**config.mk**
```make
export PLATFORM = sky130hd
export DESIGN_NAME = temperature_sample_fifo
export DESIGN_NICKNAME = d
export VERILOG_FILES = /design/src/shared/sample_fifo_pkg.sv /design/src/temperature_sample_fifo.sv
export VERILOG_INCLUDE_DIRS = /design/src /design/src/shared
export SDC_FILE = /design/constraint.sdc
export NUM_CORES = 1
export LEC_CHECK = 0
export BUFFER_PORTS_ARGS = -buffer_cell sky130_fd_sc_hd__buf_2
export CAP_MARGIN = 15
export CORE_MARGIN = 2
export CORE_UTILIZATION = 55
export DETAILED_ROUTE_END_ITERATION = 6
export GPL_TIMING_DRIVEN = 0
export MAX_ROUTING_LAYER = met4
export PLACE_DENSITY = 0.71
export SYNTH_ARGS = -nofsm -noshare
export SYNTH_HDL_FRONTEND = slang
export SYNTH_SLANG_ARGS = --single-unit
```
**constraint.sdc**
```tcl
create_clock -name ref_clk -period 4.45 [get_ports ref_clk]
set_input_delay 0.89 -clock ref_clk [delete_from_list [all_inputs] [get_ports ref_clk]]
set_output_delay 0.89 -clock ref_clk [all_outputs]
set_load 0.05 [all_outputs]
```
**src/shared/sample_fifo_defines.svh**
```systemverilog
`ifndef SAMPLE_FIFO_DEFINES_SVH
`define SAMPLE_FIFO_DEFINES_SVH
`define ADDR_STATUS 8'h00
`define ADDR_INT_ENABLE 8'h01
`define ADDR_WRITE_INDEX 8'h04
`define ADDR_READ_INDEX 8'h05
`define ADDR_LOST_COUNT 8'h06
`define ADDR_UNREAD_COUNT 8'h07
`define ADDR_DATA_PORT 8'h08
`define ADDR_WATERMARK 8'h09
`define ADDR_BEHAVIOUR 8'h0a
`define ADDR_PIN_SETUP 8'h20
`define BIT_ALMOST_FULL 7
`define BIT_ALMOST_FULL_EN 7
`define BIT_FLUSH 4
`define BIT_CLEAR_ON_DATA 3
`define BIT_FLAG_TYPE 2
`define BIT_OVERWRITE 1
`define PIN0_SEL_LSB 0
`define PIN0_INT_MODE 2'h3
`define LOST_MAX 5'h1f
`define DEPTH_WORDS 6'h20
`define RESET_BYTE 8'h00
`endif

```
**src/shared/sample_fifo_pkg.sv**
```systemverilog
package sample_fifo_pkg;
  typedef struct packed {
    logic wr;
    logic rd;
    logic [7:0] addr;
    logic [7:0] wdata;
  } reg_req_t;
  typedef struct packed {
    logic [4:0] watermark;
    logic clear_on_data;
    logic flag_type;
    logic overwrite;
  } fifo_cfg_t;
endpackage

```
**src/temperature_sample_fifo.sv**
```systemverilog
`timescale 1ns/100ps
`default_nettype none
`include "sample_fifo_defines.svh"
module temperature_sample_fifo #(
  parameter int DEPTH_LOG2 = 5
) (
  input wire logic ref_clk,
  input wire logic rst,
  input wire sample_fifo_pkg::reg_req_t req,
  output logic [7:0] rdata,
  input wire logic sample_valid,
  input wire logic [15:0] sample_word,
  input wire logic almost_full_en,
  input wire logic [1:0] pin0_function_select,
  output logic general_pin_0,
  output logic almost_full
);
  localparam int DEPTH = 1 << DEPTH_LOG2;

  // no reset on storage: a slot means nothing until it is pushed
  logic [15:0] mem [DEPTH];

  // write side
  logic [4:0] write_index_r, write_index_nxt;

  // read side and the byte phase of the data port
  logic [4:0] read_index_r, read_index_nxt;
  logic low_byte_r, low_byte_nxt;

  // occupancy and loss bookkeeping
  logic [4:0] lost_word_count_r, lost_word_count_nxt;
  logic [5:0] count_r, count_nxt;

  // almost-full flag and the condition seen last cycle
  logic flag_r, flag_nxt;
  logic cond_r, cond_nxt;
  logic cond_now;
  logic [5:0] thresh;

  // settings held from the two configuration registers
  sample_fifo_pkg::fifo_cfg_t cfg_r, cfg_nxt;

  // read data staging
  logic [7:0] rdata_nxt;

  // decoded strobes and buffer events
  logic data_rd, status_rd;
  logic rd_index_wr, watermark_wr, behaviour_wr;
  logic full, empty, pop, push, store, flush;
  logic grow, shrink;

  assign status_rd = req.rd && (req.addr == `ADDR_STATUS);
  assign data_rd = req.rd && (req.addr == `ADDR_DATA_PORT);
  assign rd_index_wr = req.wr && (req.addr == `ADDR_READ_INDEX);
  assign watermark_wr = req.wr && (req.addr == `ADDR_WATERMARK);
  assign behaviour_wr = req.wr && (req.addr == `ADDR_BEHAVIOUR);

  assign full = (count_r == `DEPTH_WORDS);
  assign empty = (count_r == 6'h00);
  // a word leaves only once its lower byte has gone out
  assign pop = data_rd && low_byte_r && !empty;
  assign push = sample_valid;
  assign store = push && (!full || cfg_r.overwrite);
  assign flush = behaviour_wr && req.wdata[`BIT_FLUSH];
  assign grow = store && !full && !pop;
  assign shrink = pop && !store;
  assign thresh = `DEPTH_WORDS - {1'b0, cfg_r.watermark};

  always_comb
  begin
    write_index_nxt = write_index_r;
    if (store)
      write_index_nxt = write_index_r + 5'h01;
    if (flush)
      write_index_nxt = 5'h00;
  end

  always_ff @(posedge ref_clk or posedge rst)
  begin
    if (rst)
    begin
      write_index_r <= 5'h00;
    end
    else
    begin
      write_index_r <= write_index_nxt;
    end
  end

  always_ff @(posedge ref_clk)
  begin
    if (store)
      mem[write_index_r] <= sample_word;
  end

  always_comb
  begin
    read_index_nxt = read_index_r;
    low_byte_nxt = low_byte_r;
    if (data_rd && !empty)
      low_byte_nxt = !low_byte_r;
    if (rd_index_wr)
    begin
      read_index_nxt = req.wdata[4:0];
      low_byte_nxt = 1'b0;
    end
    // a rollover push steps past the word it destroyed
    if (pop)
      read_index_nxt = read_index_r + 5'h01;
    else if (store && full)
      read_index_nxt = read_index_r + 5'h01;
    if (flush)
    begin
      read_index_nxt = 5'h00;
      low_byte_nxt = 1'b0;
    end
  end

  always_ff @(posedge ref_clk or posedge rst)
  begin
    if (rst)
    begin
      read_index_r <= 5'h00;
      low_byte_r <= 1'b0;
    end
    else
    begin
      read_index_r <= read_index_nxt;
      low_byte_r <= low_byte_nxt;
    end
  end

  always_comb
  begin
    lost_word_count_nxt = lost_word_count_r;
    if (pop)
      lost_word_count_nxt = 5'h00;
    // a loss in the same cycle as a pop is still counted
    if (push && full && lost_word_count_r != `LOST_MAX)
      lost_word_count_nxt = lost_word_count_r + 5'h01;
    if (flush)
      lost_word_count_nxt = 5'h00;
  end

  always_ff @(posedge ref_clk or posedge rst)
  begin
    if (rst)
    begin
      lost_word_count_r <= 5'h00;
    end
    else
    begin
      lost_word_count_r <= lost_word_count_nxt;
    end
  end

  always_comb
  begin
    count_nxt = count_r;
    // rollover keeps count pinned at full
    if (grow)
      count_nxt = count_r + 6'h01;
    else if (shrink)
      count_nxt = count_r - 6'h01;
    if (flush)
      count_nxt = 6'h00;
  end

  always_ff @(posedge ref_clk or posedge rst)
  begin
    if (rst)
    begin
      count_r <= 6'h00;
    end
    else
    begin
      count_r <= count_nxt;
    end
  end

  always_comb
  begin
    cfg_nxt = cfg_r;
    if (watermark_wr)
      cfg_nxt.watermark = req.wdata[4:0];
    // flush is not stored: it acts at once and reads back as zero
    if (behaviour_wr)
    begin
      cfg_nxt.clear_on_data = req.wdata[`BIT_CLEAR_ON_DATA];
      cfg_nxt.flag_type = req.wdata[`BIT_FLAG_TYPE];
      cfg_nxt.overwrite = req.wdata[`BIT_OVERWRITE];
    end
  end

  always_ff @(posedge ref_clk or posedge rst)
  begin
    if (rst)
    begin
      cfg_r <= '0;
    end
    else
    begin
      cfg_r <= cfg_nxt;
    end
  end

  // flag evaluated on the post-update count
  always_comb
  begin
    cond_now = (count_nxt >= thresh) && (count_nxt != 6'h00);
    cond_nxt = cond_now;
    flag_nxt = flag_r;
    if (status_rd)
      flag_nxt = 1'b0;
    if (pop && cfg_r.clear_on_data)
      flag_nxt = 1'b0;
    // set wins over clear
    if (cfg_r.flag_type)
    begin
      if (cond_now && !cond_r)
        flag_nxt = 1'b1;
    end
    else if (cond_now && (push || !cond_r))
      flag_nxt = 1'b1;
  end

  always_ff @(posedge ref_clk or posedge rst)
  begin
    if (rst)
    begin
      flag_r <= 1'b0;
      cond_r <= 1'b0;
    end
    else
    begin
      flag_r <= flag_nxt;
      cond_r <= cond_nxt;
    end
  end

  // an empty data port returns whatever its slot last held
  always_comb
  begin
    rdata_nxt = `RESET_BYTE;
    if (req.rd)
    begin
      unique case (req.addr)
        `ADDR_STATUS: rdata_nxt = {flag_r, 7'h00};
        `ADDR_WRITE_INDEX: rdata_nxt = {3'h0, write_index_r};
        `ADDR_READ_INDEX: rdata_nxt = {3'h0, read_index_r};
        `ADDR_LOST_COUNT: rdata_nxt = {3'h0, lost_word_count_r};
        `ADDR_UNREAD_COUNT: rdata_nxt = {2'h0, count_r};
        `ADDR_DATA_PORT: rdata_nxt = low_byte_r ?
          mem[read_index_r][7:0] : mem[read_index_r][15:8];
        `ADDR_WATERMARK: rdata_nxt = {3'h0, cfg_r.watermark};
        `ADDR_BEHAVIOUR: rdata_nxt = {4'h0, cfg_r.clear_on_data,
          cfg_r.flag_type, cfg_r.overwrite, 1'b0};
        default: rdata_nxt = `RESET_BYTE;
      endcase
    end
  end

  // registered so each byte stands one full cycle, then drops to zero
  always_ff @(posedge ref_clk or posedge rst)
  begin
    if (rst)
    begin
      rdata <= `RESET_BYTE;
    end
    else
    begin
      rdata <= rdata_nxt;
    end
  end

  assign almost_full = flag_r;
  // pin gates the registered flag with the unregistered enable and mode-select decode
  assign general_pin_0 = flag_r && almost_full_en
    && (pin0_function_select == `PIN0_INT_MODE);
endmodule
`default_nettype wire

```
# Word-level counts from Yosys, hierarchy flattened
# Memory sizes are Yosys's and may differ from the RTL's.
# Cells that the tools add are included.
# Widths: inputs -> output; s select.
# op_classes
n_addsub	6
shift	0
mul	0
bitwise	0
n_mux	25
n_div	0
n_reduce_logical	37
eq_ne	10
order_cmp	1
# op_table
cell	n
$pmux 8 s8	1
$mux 5	9
$eq 8x3->1 const B	4
$eq 8x4->1 const B	3
$logic_and 1x1->1	22
$mux 6	3
$mux 8	2
$add 5x1->5 const B	3
$mux 1	10
$logic_not 8->1	1
$add 6x1->6 const B	1
$eq 6x6->1 const B	1
$ge 6x6->1	1
$logic_not 1->1	6
$logic_not 6->1	1
$reduce_bool 3->1	2
$reduce_bool 6->1	1
$sub 6x1->6 const B	1
$sub 6x5->6 const A	1
$ne 5x5->1 const B	1
$reduce_bool 4->1	1
$eq 2x2->1 const B	1
$logic_or 1x1->1	2
$reduce_bool 2->1	1
# word_totals
rom_bits	0
latch_bits	0
in_bits	40
out_inout_bits	10
mem_count	1
wordCells	92
register_bits	40
ram_bits	512
# mem_list
memory	depth	width	rd	rd_clocked_by_memory_dff	write_ports	line_no	source
mem	32	16	1	0	1	temperature_sample_fifo.sv:21	logic [15:0] mem [DEPTH];

# Longest topological paths before layout
# Gate-level depths: netlist (run 1).
# logic_depth
word_depth	14
mapped_depth	16

# Least setup slack after synthesis (run 1)
# Ideal clock, no wire load.
# synth_timing
path_kind	input to register
startpoint	in req[9] (netlist name)
endpoint	reg flag_r, in the netlist almost_full
path_buffers	4
setup_slack_ps	596
setup_time_ps	126
stages	15
t_arrival_ps	3728
required_ps	4324
cell_sequence	clkbuf_1 > nor2b_1 > and4_1 > clkbuf_1 > and2_1 > clkbuf_1 > clkbuf_1 > nor2_1 > ha_1 > a21o_1 > a21o_1 > a21o_1 > a211o_1 > a31oi_1 > a21oi_1
# synth_via
elab_chain_len	13
elab_cells_between_ends	26
cone_classes	order compare: 1; eq/ne: 2; mux: 8; reduce/logical: 15
# synth_lines
item	line_no	source
from (decl)	temperature_sample_fifo.sv:9	input wire sample_fifo_pkg::reg_req_t req,
$eq 8x4->1	--	
$logic_and 1x1->1	temperature_sample_fifo.sv:53	assign data_rd = req.rd && (req.addr == `ADDR_DATA_PORT);
$logic_and 1x1->1 (2 in series)	temperature_sample_fifo.sv:61	assign pop = data_rd && low_byte_r && !empty;
$logic_and 1x1->1 / $logic_not 1->1 (equally long branches)	temperature_sample_fifo.sv:66, temperature_sample_fifo.sv:65	
$mux 6 / $logic_and 1x1->1 (equally long branches)	temperature_sample_fifo.sv:163, temperature_sample_fifo.sv:65	
$mux 6	temperature_sample_fifo.sv:161	if (grow)
$mux 6 *	temperature_sample_fifo.sv:165	if (flush)
net count_nxt[1]	temperature_sample_fifo.sv:32	logic [5:0] count_r, count_nxt;
$ge 6x6->1 / $reduce_bool 6->1 (equally long branches)	temperature_sample_fifo.sv:210	cond_now = (count_nxt >= thresh) && (count_nxt != 6'h00);
$logic_and 1x1->1 *	temperature_sample_fifo.sv:210	
$logic_and 1x1->1, on equally long branches	temperature_sample_fifo.sv:223, temperature_sample_fifo.sv:220	
$mux 1, on equally long branches	temperature_sample_fifo.sv:223, temperature_sample_fifo.sv:220	
$mux 1 *	temperature_sample_fifo.sv:218	if (cfg_r.flag_type)
net flag_nxt	temperature_sample_fifo.sv:35	logic flag_r, flag_nxt;
to (signal assigned)	temperature_sample_fifo.sv:236	flag_r <= flag_nxt;
to (decl)	temperature_sample_fifo.sv:35	
# Mark *: on every way through the listed nets, which the timed path passes. The rest lies on a longest branch.
# A chain may end at the register's enable or synchronous reset.

# Worst setup path after layout (run 1)
# Same ends and word-level chain as after synthesis.

==> impl_metrics.py, run 1 <==
metrics = {
    "yosys": {
        "async_reset_ff_share_pct": 7.25,
        "avgSynthCellArea_um2": 21.1,
        "synthFlopType": "edfxtp_1",
        "synth-edff-count": 512,
        "synth-seq-area-share_pct": 73.9,
        "netlist_area_um2": 22200,
        "synth_nets": 1109,
        "syn_inst": 1052,
        "ys_ff_latch": 552,
        "synthDistinctLibCells": 51,
        "ys_warn_count": 0,
    },
    "floorplan": {
        "die-area_um2": 41900,
        "core_area_um2": 39700,
        "pin_count": 50,
        "die_w_um": 205,
        "rows": 73,
        "die_h_um": 205,
        "initial_core_util_pct": 55.8,
    },
    "job": {
        "maxCapViolations": 0,
    },
    "timing": {
        "clock.fmax_mhz": 241,
        "hold_slack_ns": 0.467,
        "fin_crit_sh_pct": 93.1,
        "fin_skew_ns": 0.0162,
        "fin_crit_ns": 4.14,
        "fin_tns_setup_ns": 0,
        "rsz0062_at_grt": "false",
        "drv_slew": 0,
        "relSlewSlack_pct": 27.7,
        "tightest_slew_ns": 1.08,
        "hold_viol": 0,
        "setup_violations": 0,
    },
    "outcome": {
        "status": "finished, final reports clean",
    },
    "global_routing": {
        "gr-total-overflow": 0,
        "grt_use_total_pct": 26.4,
        "antenna_found_initial": 0,
        "grt_max_degree": 41,
        "grt_pass1_wl_um": 75600,
        "grt_pass1_vias": 11310,
    },
    "critical_path": {
        "path_cells": "clkbuf_1, nor2b_1, and4_1, clkbuf_1, and2_1, clkbuf_1, clkbuf_1, nor2_1, ha_1, a21o_1, a21o_1, a21o_1, a211o_1, a31oi_1, a21oi_1",
        "cp_top_family": "buffers and inverters",
        "path_buf_inv": 4,
        "crit_arrival_ns": 4.62,
        "crit_top_cell": "clkbuf_1",
        "cpPeakStageDelay_ns": 0.50,
        "crit_fanout": 10,
        "crit_type": "input port to flip-flop",
        "end_kind": "flip-flop",
        "worstSetupStartpointType": "input port",
        "cp_data_required_time_ns": 4.92,
        "critPathSlowestCell": "clkbuf_1",
    },
    "place": {
        "hpwl_um": 33000,
        "dp.cells": 1654,
        "routabilityCongestion": 0.892,
        "io_buffers": 45,
    },
    "clock_network": {
        "ctsResizeCount": 0,
        "insertion_delay_ns": 0.60,
        "cts_tree": "yes",
        "h-tree-depth": 2,
        "clock-root-buffer": "clkbuf_16",
        "post_cts_buffers": 0,
        "postCtsHoldBufs": 0,
        "clk_pin_slew_ns": 0.06,
        "cts_num_sinks": 552,
        "clockBufferDepth": 3,
        "cts_inserted_buffers": 53,
    },
    "detailed_routing": {
        "viasPerCell": 6.44,
        "routed_wl_um": 51800,
        "drc": 0,
        "postRouteAntennaNets": 0,
        "drt_first_pass_iters": 7,
        "drt_iter0_drc": 1301,
        "drt-wirelength-per-cell_um": 29.5,
        "vias": 11295,
    },
    "cells_and_area": {
        "diodes": 0,
        "areaGrowthSynthToFinish_pct": 16.0,
        "drive_above_1_share_pct": 32.5,
        "n_fill_cell": 2593,
        "fin_nets": 1241,
        "final_core_util_pct": 64.7,
        "fin_cells": 1754,
    },
    "pwr": {
        "p_leak_nw": 8.27,
        "p_per_area_nw_per_um2": 529,
        "ir_drop_v": 0.000344,
        "finalPower_mw": 13.6,
    },
    "worst_hold_path": {
        "hold_class": "input port to async pin",
    },
}
where the power goes:
part	internal [mW]	leakage (nW)	switching [mW]	total [mW]
Sequential	6.03	5.14	0.149	6.18
Combinational	0.974	2.16	1.33	2.31
Clock	3.19	0.971	1.93	5.12
Total	10.2	8.27	3.41	13.6
placed cells by master (no fill, tap or decap), types with 5 or more instances in the layout:
master and n:
buf_1 10, and2_1 5, nor2b_1 7, nand3_1 10, buf_2 59, buf_8 23
nand2_1 28, inv_1 11, mux2_2 11, buf_16 8, o21a_1 5, nor2_1 35
nor3_1 8, xor2_1 7, clkbuf_1 36, a31oi_1 5, bufinv_16 16, clkinv_2 12
and3_1 5, nor2_2 32, edfxtp_1 512, nand4_1 7, ha_1 17, xnor2_1 6
o221ai_1 7, clkbuf_16 55, mux4_2 166, o21ai_0 9, a21oi_1 9, dfrtp_1 40
mux2i_1 15
metal layers:
layer  wire length (µm)  global-route usage, %  up-vias
met3               4410                   4.39       90
met1              21200                   37.5     5958
met5                  0                      -        -
met4               1400                   7.35        0
li1                   -                      -     4648
met2              24800                   40.4      599
final cells by class:
type	count	area [µm²]	share of cell area, %
clock inverter	36	591	2.30
sequential	552	16400	63.7
timing repair buffer	77	802	3.12
buffer	53	228	0.886
inverter	12	45.0	0.175
clock buffer	64	1410	5.48
multi-input combinational	435	5600	21.8
tap	525	657	2.55
synthesized netlist by cell type, drive strengths merged, types with 5 or more instances:
library cell	instances	share of area [%]
and2	5	0.14
a21oi	9	0.20
and3	5	0.14
o21a	5	0.17
o221ai	7	0.28
nand4	7	0.20
clkbuf	27	0.46
mux2i	15	0.68
xor2	7	0.28
edfxtp	512	69
a31oi	5	0.14
dfrtp	40	4.5
ha	17	0.96
inv	12	0.20
nand2	28	0.47
nand3	10	0.23
o21ai	9	0.20
mux4	166	17
nor3	9	0.25
nor2b	7	0.20
mux2	11	0.56
nor2	68	1.2
buf	26	0.57
xnor2	6	0.24
worst paths after layout:
kind	from	end	slack, ns	cells after the start
max in group asynchronous	rst	rdata[7]$_DFF_PP0_	3.44	2
min in group ref_clk	cfg_r[1]$_DFFE_PP0N_	cfg_r[1]$_DFFE_PP0N_	0.55	1
worst min-delay path	rst	count_r[0]$_DFF_PP0_	0.47	2
worst min register to register	cfg_r[1]$_DFFE_PP0N_	cfg_r[1]$_DFFE_PP0N_	0.55	1
worst max register to register	read_index_r[1]$_DFFE_PP0P_	rdata[1]$_DFF_PP0_	0.59	7
worst max-delay path	req[9]	almost_full$_DFF_PP0_	0.31	15
worst register-to-register path: cells and delay by family (launching register included):
kind                   cells  cell delay (ns)
flip-flops                 1             0.37
buffers and inverters      3             1.66
multiplexers               3             1.42
AO/OA/AOI/OAI              1             0.25
registers in the layout, indices dropped and copies added (netlist names):
| signal | cells |
|---|---|
| mem | 512 |
| cfg_r | 8 |
| rdata | 8 |
| count_r | 6 |
| lost_word_count_r | 5 |
| read_index_r | 5 |
| write_index_r | 5 |
| almost_full | 1 |
| cond_r | 1 |
| low_byte_r | 1 |
stage by stage:
stage / setup WS, ns / instance area [µm²]
after floorplan: 0.596 / 22200
after global placement: -0.113 / 23100
after detailed placement: -0.223 / 23700
after CTS: 0.404 / 25700
after global routing: 0.0901 / 25700
final: 0.306 / 25700
cell families (layout without fill, tap and decap cells):
kind of cell | Yosys count | in the layout | synth area share, %
DFF | 552 | 552 | 73.9
muxes | 192 | 192 | 18.1
and+or+nand+nor | 156 | 156 | 3.49
buffers and inverters | 65 | 242 | 1.23
AOI/OAI and AO/OA | 57 | 57 | 1.85
adders and majority gates | 17 | 17 | 0.959
xor gates and xnor gates | 13 | 13 | 0.514
Note: power is estimated with default switching activity, not from simulation.
==> run 2, diff against run 1 <==
--- a/config.mk
+++ b/config.mk
@@ -12,7 +12,6 @@
 export CORE_UTILIZATION = 55
 export DETAILED_ROUTE_END_ITERATION = 6
 export GPL_TIMING_DRIVEN = 0
-export MAX_ROUTING_LAYER = met4
 export PLACE_DENSITY = 0.71
 export SYNTH_ARGS = -nofsm -noshare
 export SYNTH_HDL_FRONTEND = slang
==> impl_metrics.py, run 2 (synthesized netlist as in run 1, its figures left out) <==
metrics = {
    "pwr": {
        "p_clk_share_pct": 33.3,
        "p_int_mw": 9.36,
        "p_per_area_nw_per_um2": 500,
        "combPwrFrac_pct": 18.2,
        "ir_drop_v": 0.000333,
        "finalPower_mw": 12.7,
        "p_leak_nw": 8.13,
        "switching_share_pct": 26.4,
        "power_switching_mw": 3.36,
        "p_seq_share_pct": 48.5,
    },
    "floorplan": {
        "initial_core_util_pct": 55.8,
        "die_w_um": 205,
        "core_area_um2": 39700,
        "die_h_um": 205,
        "rows": 73,
        "pin_count": 50,
        "die-area_um2": 41900,
    },
    "critical_path": {
        "crit_arrival_ns": 4.58,
        "worstSetupStartpointType": "input port",
        "end_kind": "flip-flop",
        "crit_type": "input port to flip-flop",
        "rr_endpoint": "rdata[7]$_DFF_PP0_",
        "r2r-start": "read_index_r[1]$_DFFE_PP0P_",
        "crit_fanout": 10,
        "regToRegSetupSlack_ns": 0.62,
        "r2r_cells": 7,
        "cp-startpoint": "req[9]",
        "critPathCapture": "almost_full$_DFF_PP0_",
        "cp_data_required_time_ns": 4.93,
    },
    "clock_network": {
        "clock-root-buffer": "clkbuf_16",
        "cts_tree": "yes",
        "post_cts_buffers": 0,
        "postCtsHoldBufs": 0,
        "clockBufferDepth": 3,
        "insertion_delay_ns": 0.60,
        "cts_inserted_buffers": 54,
        "ctsResizeCount": 0,
        "h-tree-depth": 2,
        "cts_num_sinks": 552,
        "clk_pin_slew_ns": 0.06,
    },
    "global_routing": {
        "antenna_found_initial": 0,
        "gr-total-overflow": 0,
        "grt_pass1_wl_um": 74700,
        "grt_pass1_vias": 11293,
        "grt_use_total_pct": 25.3,
        "grt_max_degree": 41,
    },
    "detailed_routing": {
        "viasPerCell": 6.36,
        "routed_wl_um": 50700,
        "drt_iter0_drc": 1272,
        "drt_first_pass_iters": 6,
        "drt-wirelength-per-cell_um": 29.0,
        "postRouteAntennaNets": 0,
        "drc": 0,
        "vias": 11138,
    },
    "timing": {
        "hold_slack_ns": 0.468,
        "drv_slew": 0,
        "clock.fmax_mhz": 244,
        "hold_viol": 0,
        "fin_crit_ns": 4.10,
        "fin_skew_ns": 0.0209,
        "finalWorstSetupSlack_ns": 0.349,
        "tightest_slew_ns": 1.10,
        "setup_violations": 0,
        "fin_tns_setup_ns": 0,
        "rsz0062_at_grt": "false",
        "relSlewSlack_pct": 26.8,
        "fin_crit_sh_pct": 92.2,
    },
    "worst_hold_path": {
        "hold_class": "input port to async pin",
    },
    "cells_and_area": {
        "multi_input_area_um2": 5600,
        "final_cell_mix": "edfxtp_1 (512), mux4_2 (166), buf_2 (59)",
        "ff_latch_area_um2": 16400,
        "fin_nets": 1242,
        "top_register": "mem",
        "final_core_util_pct": 64.0,
        "diodes": 0,
        "drive_above_1_share_pct": 31.9,
        "largestRegisters": "mem x512, cfg_r x8, rdata x8",
        "fin_cells": 1752,
        "design_area_um2": 25400,
        "areaGrowthSynthToFinish_pct": 14.7,
        "largest_reg_flops": 512,
        "layout_commonest_cell": "edfxtp_1",
        "n_fill_cell": 2622,
    },
    "place": {
        "dp.cells": 1654,
        "routabilityCongestion": 0.878,
        "hpwl_um": 33000,
        "io_buffers": 45,
        "place_worst_setup_slack_ns": -0.184,
        "place_area_um2": 23800,
    },
    "outcome": {
        "status": "finished, final reports clean",
    },
    "job": {
        "maxCapViolations": 0,
    },
}
[run 2: cell count changes in the layout (fill, tap and decap cells not counted), sizes merged]
cell    change
bufinv     -15
clkbuf      -2
clkinv     +16
inv         -1
[run 2: worst min-delay path by stage]
stage | from | end | slack (ns)
final | rst | cfg_r[3]$_DFFE_PP0P_ | 0.47
after global routing | rst | cfg_r[3]$_DFFE_PP0P_ | 0.55
after CTS | rst | cond_r$_DFF_PP0_ | 0.48
after detailed placement | cfg_r[1]$_DFFE_PP0N_ | cfg_r[1]$_DFFE_PP0N_ | 0.53
after global placement | cfg_r[2]$_DFFE_PP0N_ | cfg_r[2]$_DFFE_PP0N_ | 0.52
after floorplan | lost_word_count_r[2]$_DFFE_PP0P_ | lost_word_count_r[2]$_DFFE_PP0P_ | 0.48
[run 2: power by group through the flow]
stage	logic, mW	registers [mW]	clock network, mW
CTS	2.33	6.16	4.29
detailed placement	2.31	6.27	0
global placement	2.11	6.26	0
global route	2.48	6.19	4.48
floorplan	1.47	6.23	0
finish	2.32	6.17	4.24
[run 2: cell type report]
class                      count  share of cell area, %
sequential                   552                   64.4
multi-input combinational    435                   22.0
clock buffer                  62                   5.60
timing repair buffer          77                   3.42
tap                          525                   2.58
buffer                        53                  0.896
clock inverter                36                  0.886
inverter                      12                  0.177
[run 2: per-layer routing]
layer  routed length [µm]  GRT usage, %
met1                20400          35.3
met4                 1380          8.00
met3                 4270          4.87
met5                    0             0
met2                24700          40.9
[run 2: critical path, stage by stage]
cell and delay [ns]:
clkbuf_1 0.40, nor2b_1 0.34, and4_1 0.23, clkbuf_1 0.21, and2_1 0.16, clkbuf_1 0.38, clkbuf_1 0.49, nor2_1 0.17
ha_1 0.31, a21o_1 0.15, a21o_1 0.17, a21o_1 0.19, a211o_1 0.29, a31oi_1 0.14, a21oi_1 0.06
==> run 3, diff against run 2 <==
==> constraint.sdc (replaced) <==
create_clock -name ref_clk -period 4.2 [get_ports ref_clk]
set_input_delay 0.84 -clock ref_clk [delete_from_list [all_inputs] [get_ports ref_clk]]
set_output_delay 0.84 -clock ref_clk [all_outputs]
set_load 0.05 [all_outputs]
==> impl_metrics.py, run 3 (synthesized netlist as in run 1, its figures left out) <==
metrics = {
    "cells_and_area": {
        "top_register": "mem",
        "largest_reg_flops": 512,
        "areaGrowthSynthToFinish_pct": 14.7,
        "fin_nets": 1242,
        "final_core_util_pct": 64.0,
        "largestRegisters": "mem x512, cfg_r x8, rdata x8",
        "fin_cells": 1752,
        "final_cell_mix": "edfxtp_1 (512), mux4_2 (166), buf_2 (59)",
        "drive_above_1_share_pct": 31.9,
        "design_area_um2": 25400,
        "diodes": 0,
        "layout_commonest_cell": "edfxtp_1",
    },
    "clock_network": {
        "cts_inserted_buffers": 54,
        "cts_num_sinks": 552,
        "h-tree-depth": 2,
        "clock-root-buffer": "clkbuf_16",
        "clockBufferDepth": 3,
        "clk_pin_slew_ns": 0.06,
        "insertion_delay_ns": 0.60,
        "post_cts_buffers": 0,
        "cts_tree": "yes",
    },
    "detailed_routing": {
        "viasPerCell": 6.37,
        "drt-wirelength-per-cell_um": 29.0,
        "routed_wl_um": 50900,
        "drc": 0,
        "postRouteAntennaNets": 0,
        "vias": 11156,
        "drt_first_pass_iters": 5,
        "drt_iter0_drc": 1267,
    },
    "timing": {
        "finalWorstSetupSlack_ns": 0.356,
        "fin_crit_ns": 3.84,
        "tightest_slew_ns": 1.11,
        "hold_viol": 0,
        "drv_slew": 0,
        "fin_crit_sh_pct": 91.5,
        "clock.fmax_mhz": 260,
        "fin_skew_ns": 0.0172,
        "relSlewSlack_pct": 26.3,
        "rsz0062_at_grt": "false",
        "setup_violations": 0,
    },
    "pwr": {
        "combPwrFrac_pct": 18.2,
        "p_leak_nw": 8.14,
        "ir_drop_v": 0.000353,
        "switching_share_pct": 26.4,
        "p_per_area_nw_per_um2": 530,
        "power_switching_mw": 3.56,
        "p_int_mw": 9.92,
        "p_seq_share_pct": 48.5,
        "finalPower_mw": 13.5,
        "p_clk_share_pct": 33.3,
    },
    "global_routing": {
        "antenna_found_initial": 0,
        "grt_pass1_wl_um": 74700,
        "grt_pass1_vias": 11293,
        "grt_max_degree": 41,
        "gr-total-overflow": 0,
        "grt_use_total_pct": 25.3,
    },
    "place": {
        "place_worst_setup_slack_ns": -0.384,
        "hpwl_um": 33000,
        "dp.cells": 1654,
        "io_buffers": 45,
        "place_area_um2": 23800,
        "routabilityCongestion": 0.878,
    },
    "job": {
        "maxCapViolations": 0,
    },
    "critical_path": {
        "end_kind": "flip-flop",
        "crit_arrival_ns": 4.32,
        "crit_fanout": 10,
        "worstSetupStartpointType": "input port",
        "crit_type": "input port to flip-flop",
        "cp_data_required_time_ns": 4.68,
    },
    "floorplan": {
        "core_area_um2": 39700,
        "initial_core_util_pct": 55.8,
        "pin_count": 50,
        "die_h_um": 205,
        "die_w_um": 205,
        "die-area_um2": 41900,
        "rows": 73,
    },
    "worst_hold_path": {
        "hold_class": "input port to async pin",
    },
    "outcome": {
        "status": "finished, final reports clean",
    },
}
-- run 3: cell count changes in the layout (fill, tap and decap cells not counted) --
| cell | change |
|---|---|
| clkbuf_2 | +1 |
| clkbuf_1 | -1 |
-- run 3: power by group through the flow --
stage	sequential, mW	combinational, mW	clock [mW]
after floorplan	6.60	1.55	0
after global placement	6.64	2.24	0
after detailed placement	6.64	2.44	0
after CTS	6.53	2.46	4.55
after global routing	6.56	2.63	4.75
final	6.53	2.46	4.49
-- run 3: area by class of cell --
| type | instances | area (µm²) |
|---|---|---|
| clock buffer | 62 | 1420 |
| inverter | 12 | 45.0 |
| tap | 525 | 657 |
| fill | 2621 | 14300 |
| timing repair buffer | 77 | 870 |
| sequential | 552 | 16400 |
| buffer | 53 | 229 |
| clock inverter | 36 | 225 |
| multi-input combinational | 435 | 5600 |
-- run 3: what timing repair did --
action,CTS,global route
hold buffers,0,0
endpoints found under the setup margin,0,1
gates resized for setup,0,2
-- run 3: routing by layer --
layer	part of all wire, %	GRT usage (%)	vias to the layer above	wire, µm
met3	8.0	4.87	86	4080
met2	48	40.9	533	24600
li1	-	-	4668	-
met4	2.8	8.00	0	1440
met5	0	0	-	0
met1	41	35.3	5869	20700
-- run 3: critical path: stages --
cell	delay [ns]
clkbuf_1	0.39
nor2b_1	0.34
and4_1	0.23
clkbuf_1	0.21
and2_1	0.16
clkbuf_1	0.38
clkbuf_2	0.35
nor2_1	0.13
ha_1	0.29
a21o_1	0.15
a21o_1	0.17
a21o_1	0.19
a211o_1	0.29
a31oi_1	0.14
a21oi_1	0.06
-- run 3: final timing paths --
kind	from	endpoint	slack (ns)	cells after the start
setup / recovery	req[9]	almost_full$_DFF_PP0_	0.36	15
hold / removal	rst	cfg_r[3]$_DFFE_PP0P_	0.42	2
setup reg to reg	read_index_r[1]$_DFFE_PP0P_	rdata[7]$_DFF_PP0_	0.40	7
hold reg to reg	cfg_r[2]$_DFFE_PP0N_	cfg_r[2]$_DFFE_PP0N_	0.55	1
max in group asynchronous	rst	rdata[5]$_DFF_PP0_	3.21	2
min in group ref_clk	req[0]	cfg_r[3]$_DFFE_PP0P_	0.53	2
-- run 3: metrics by stage --
step | TNS [ns] | hold slack [ns]
floorplan | 0 | 0.481
global placement | -0.588 | 0.518
detailed placement | -0.612 | 0.534
CTS | 0 | 0.435
global route | 0 | 0.502
finish | 0 | 0.417
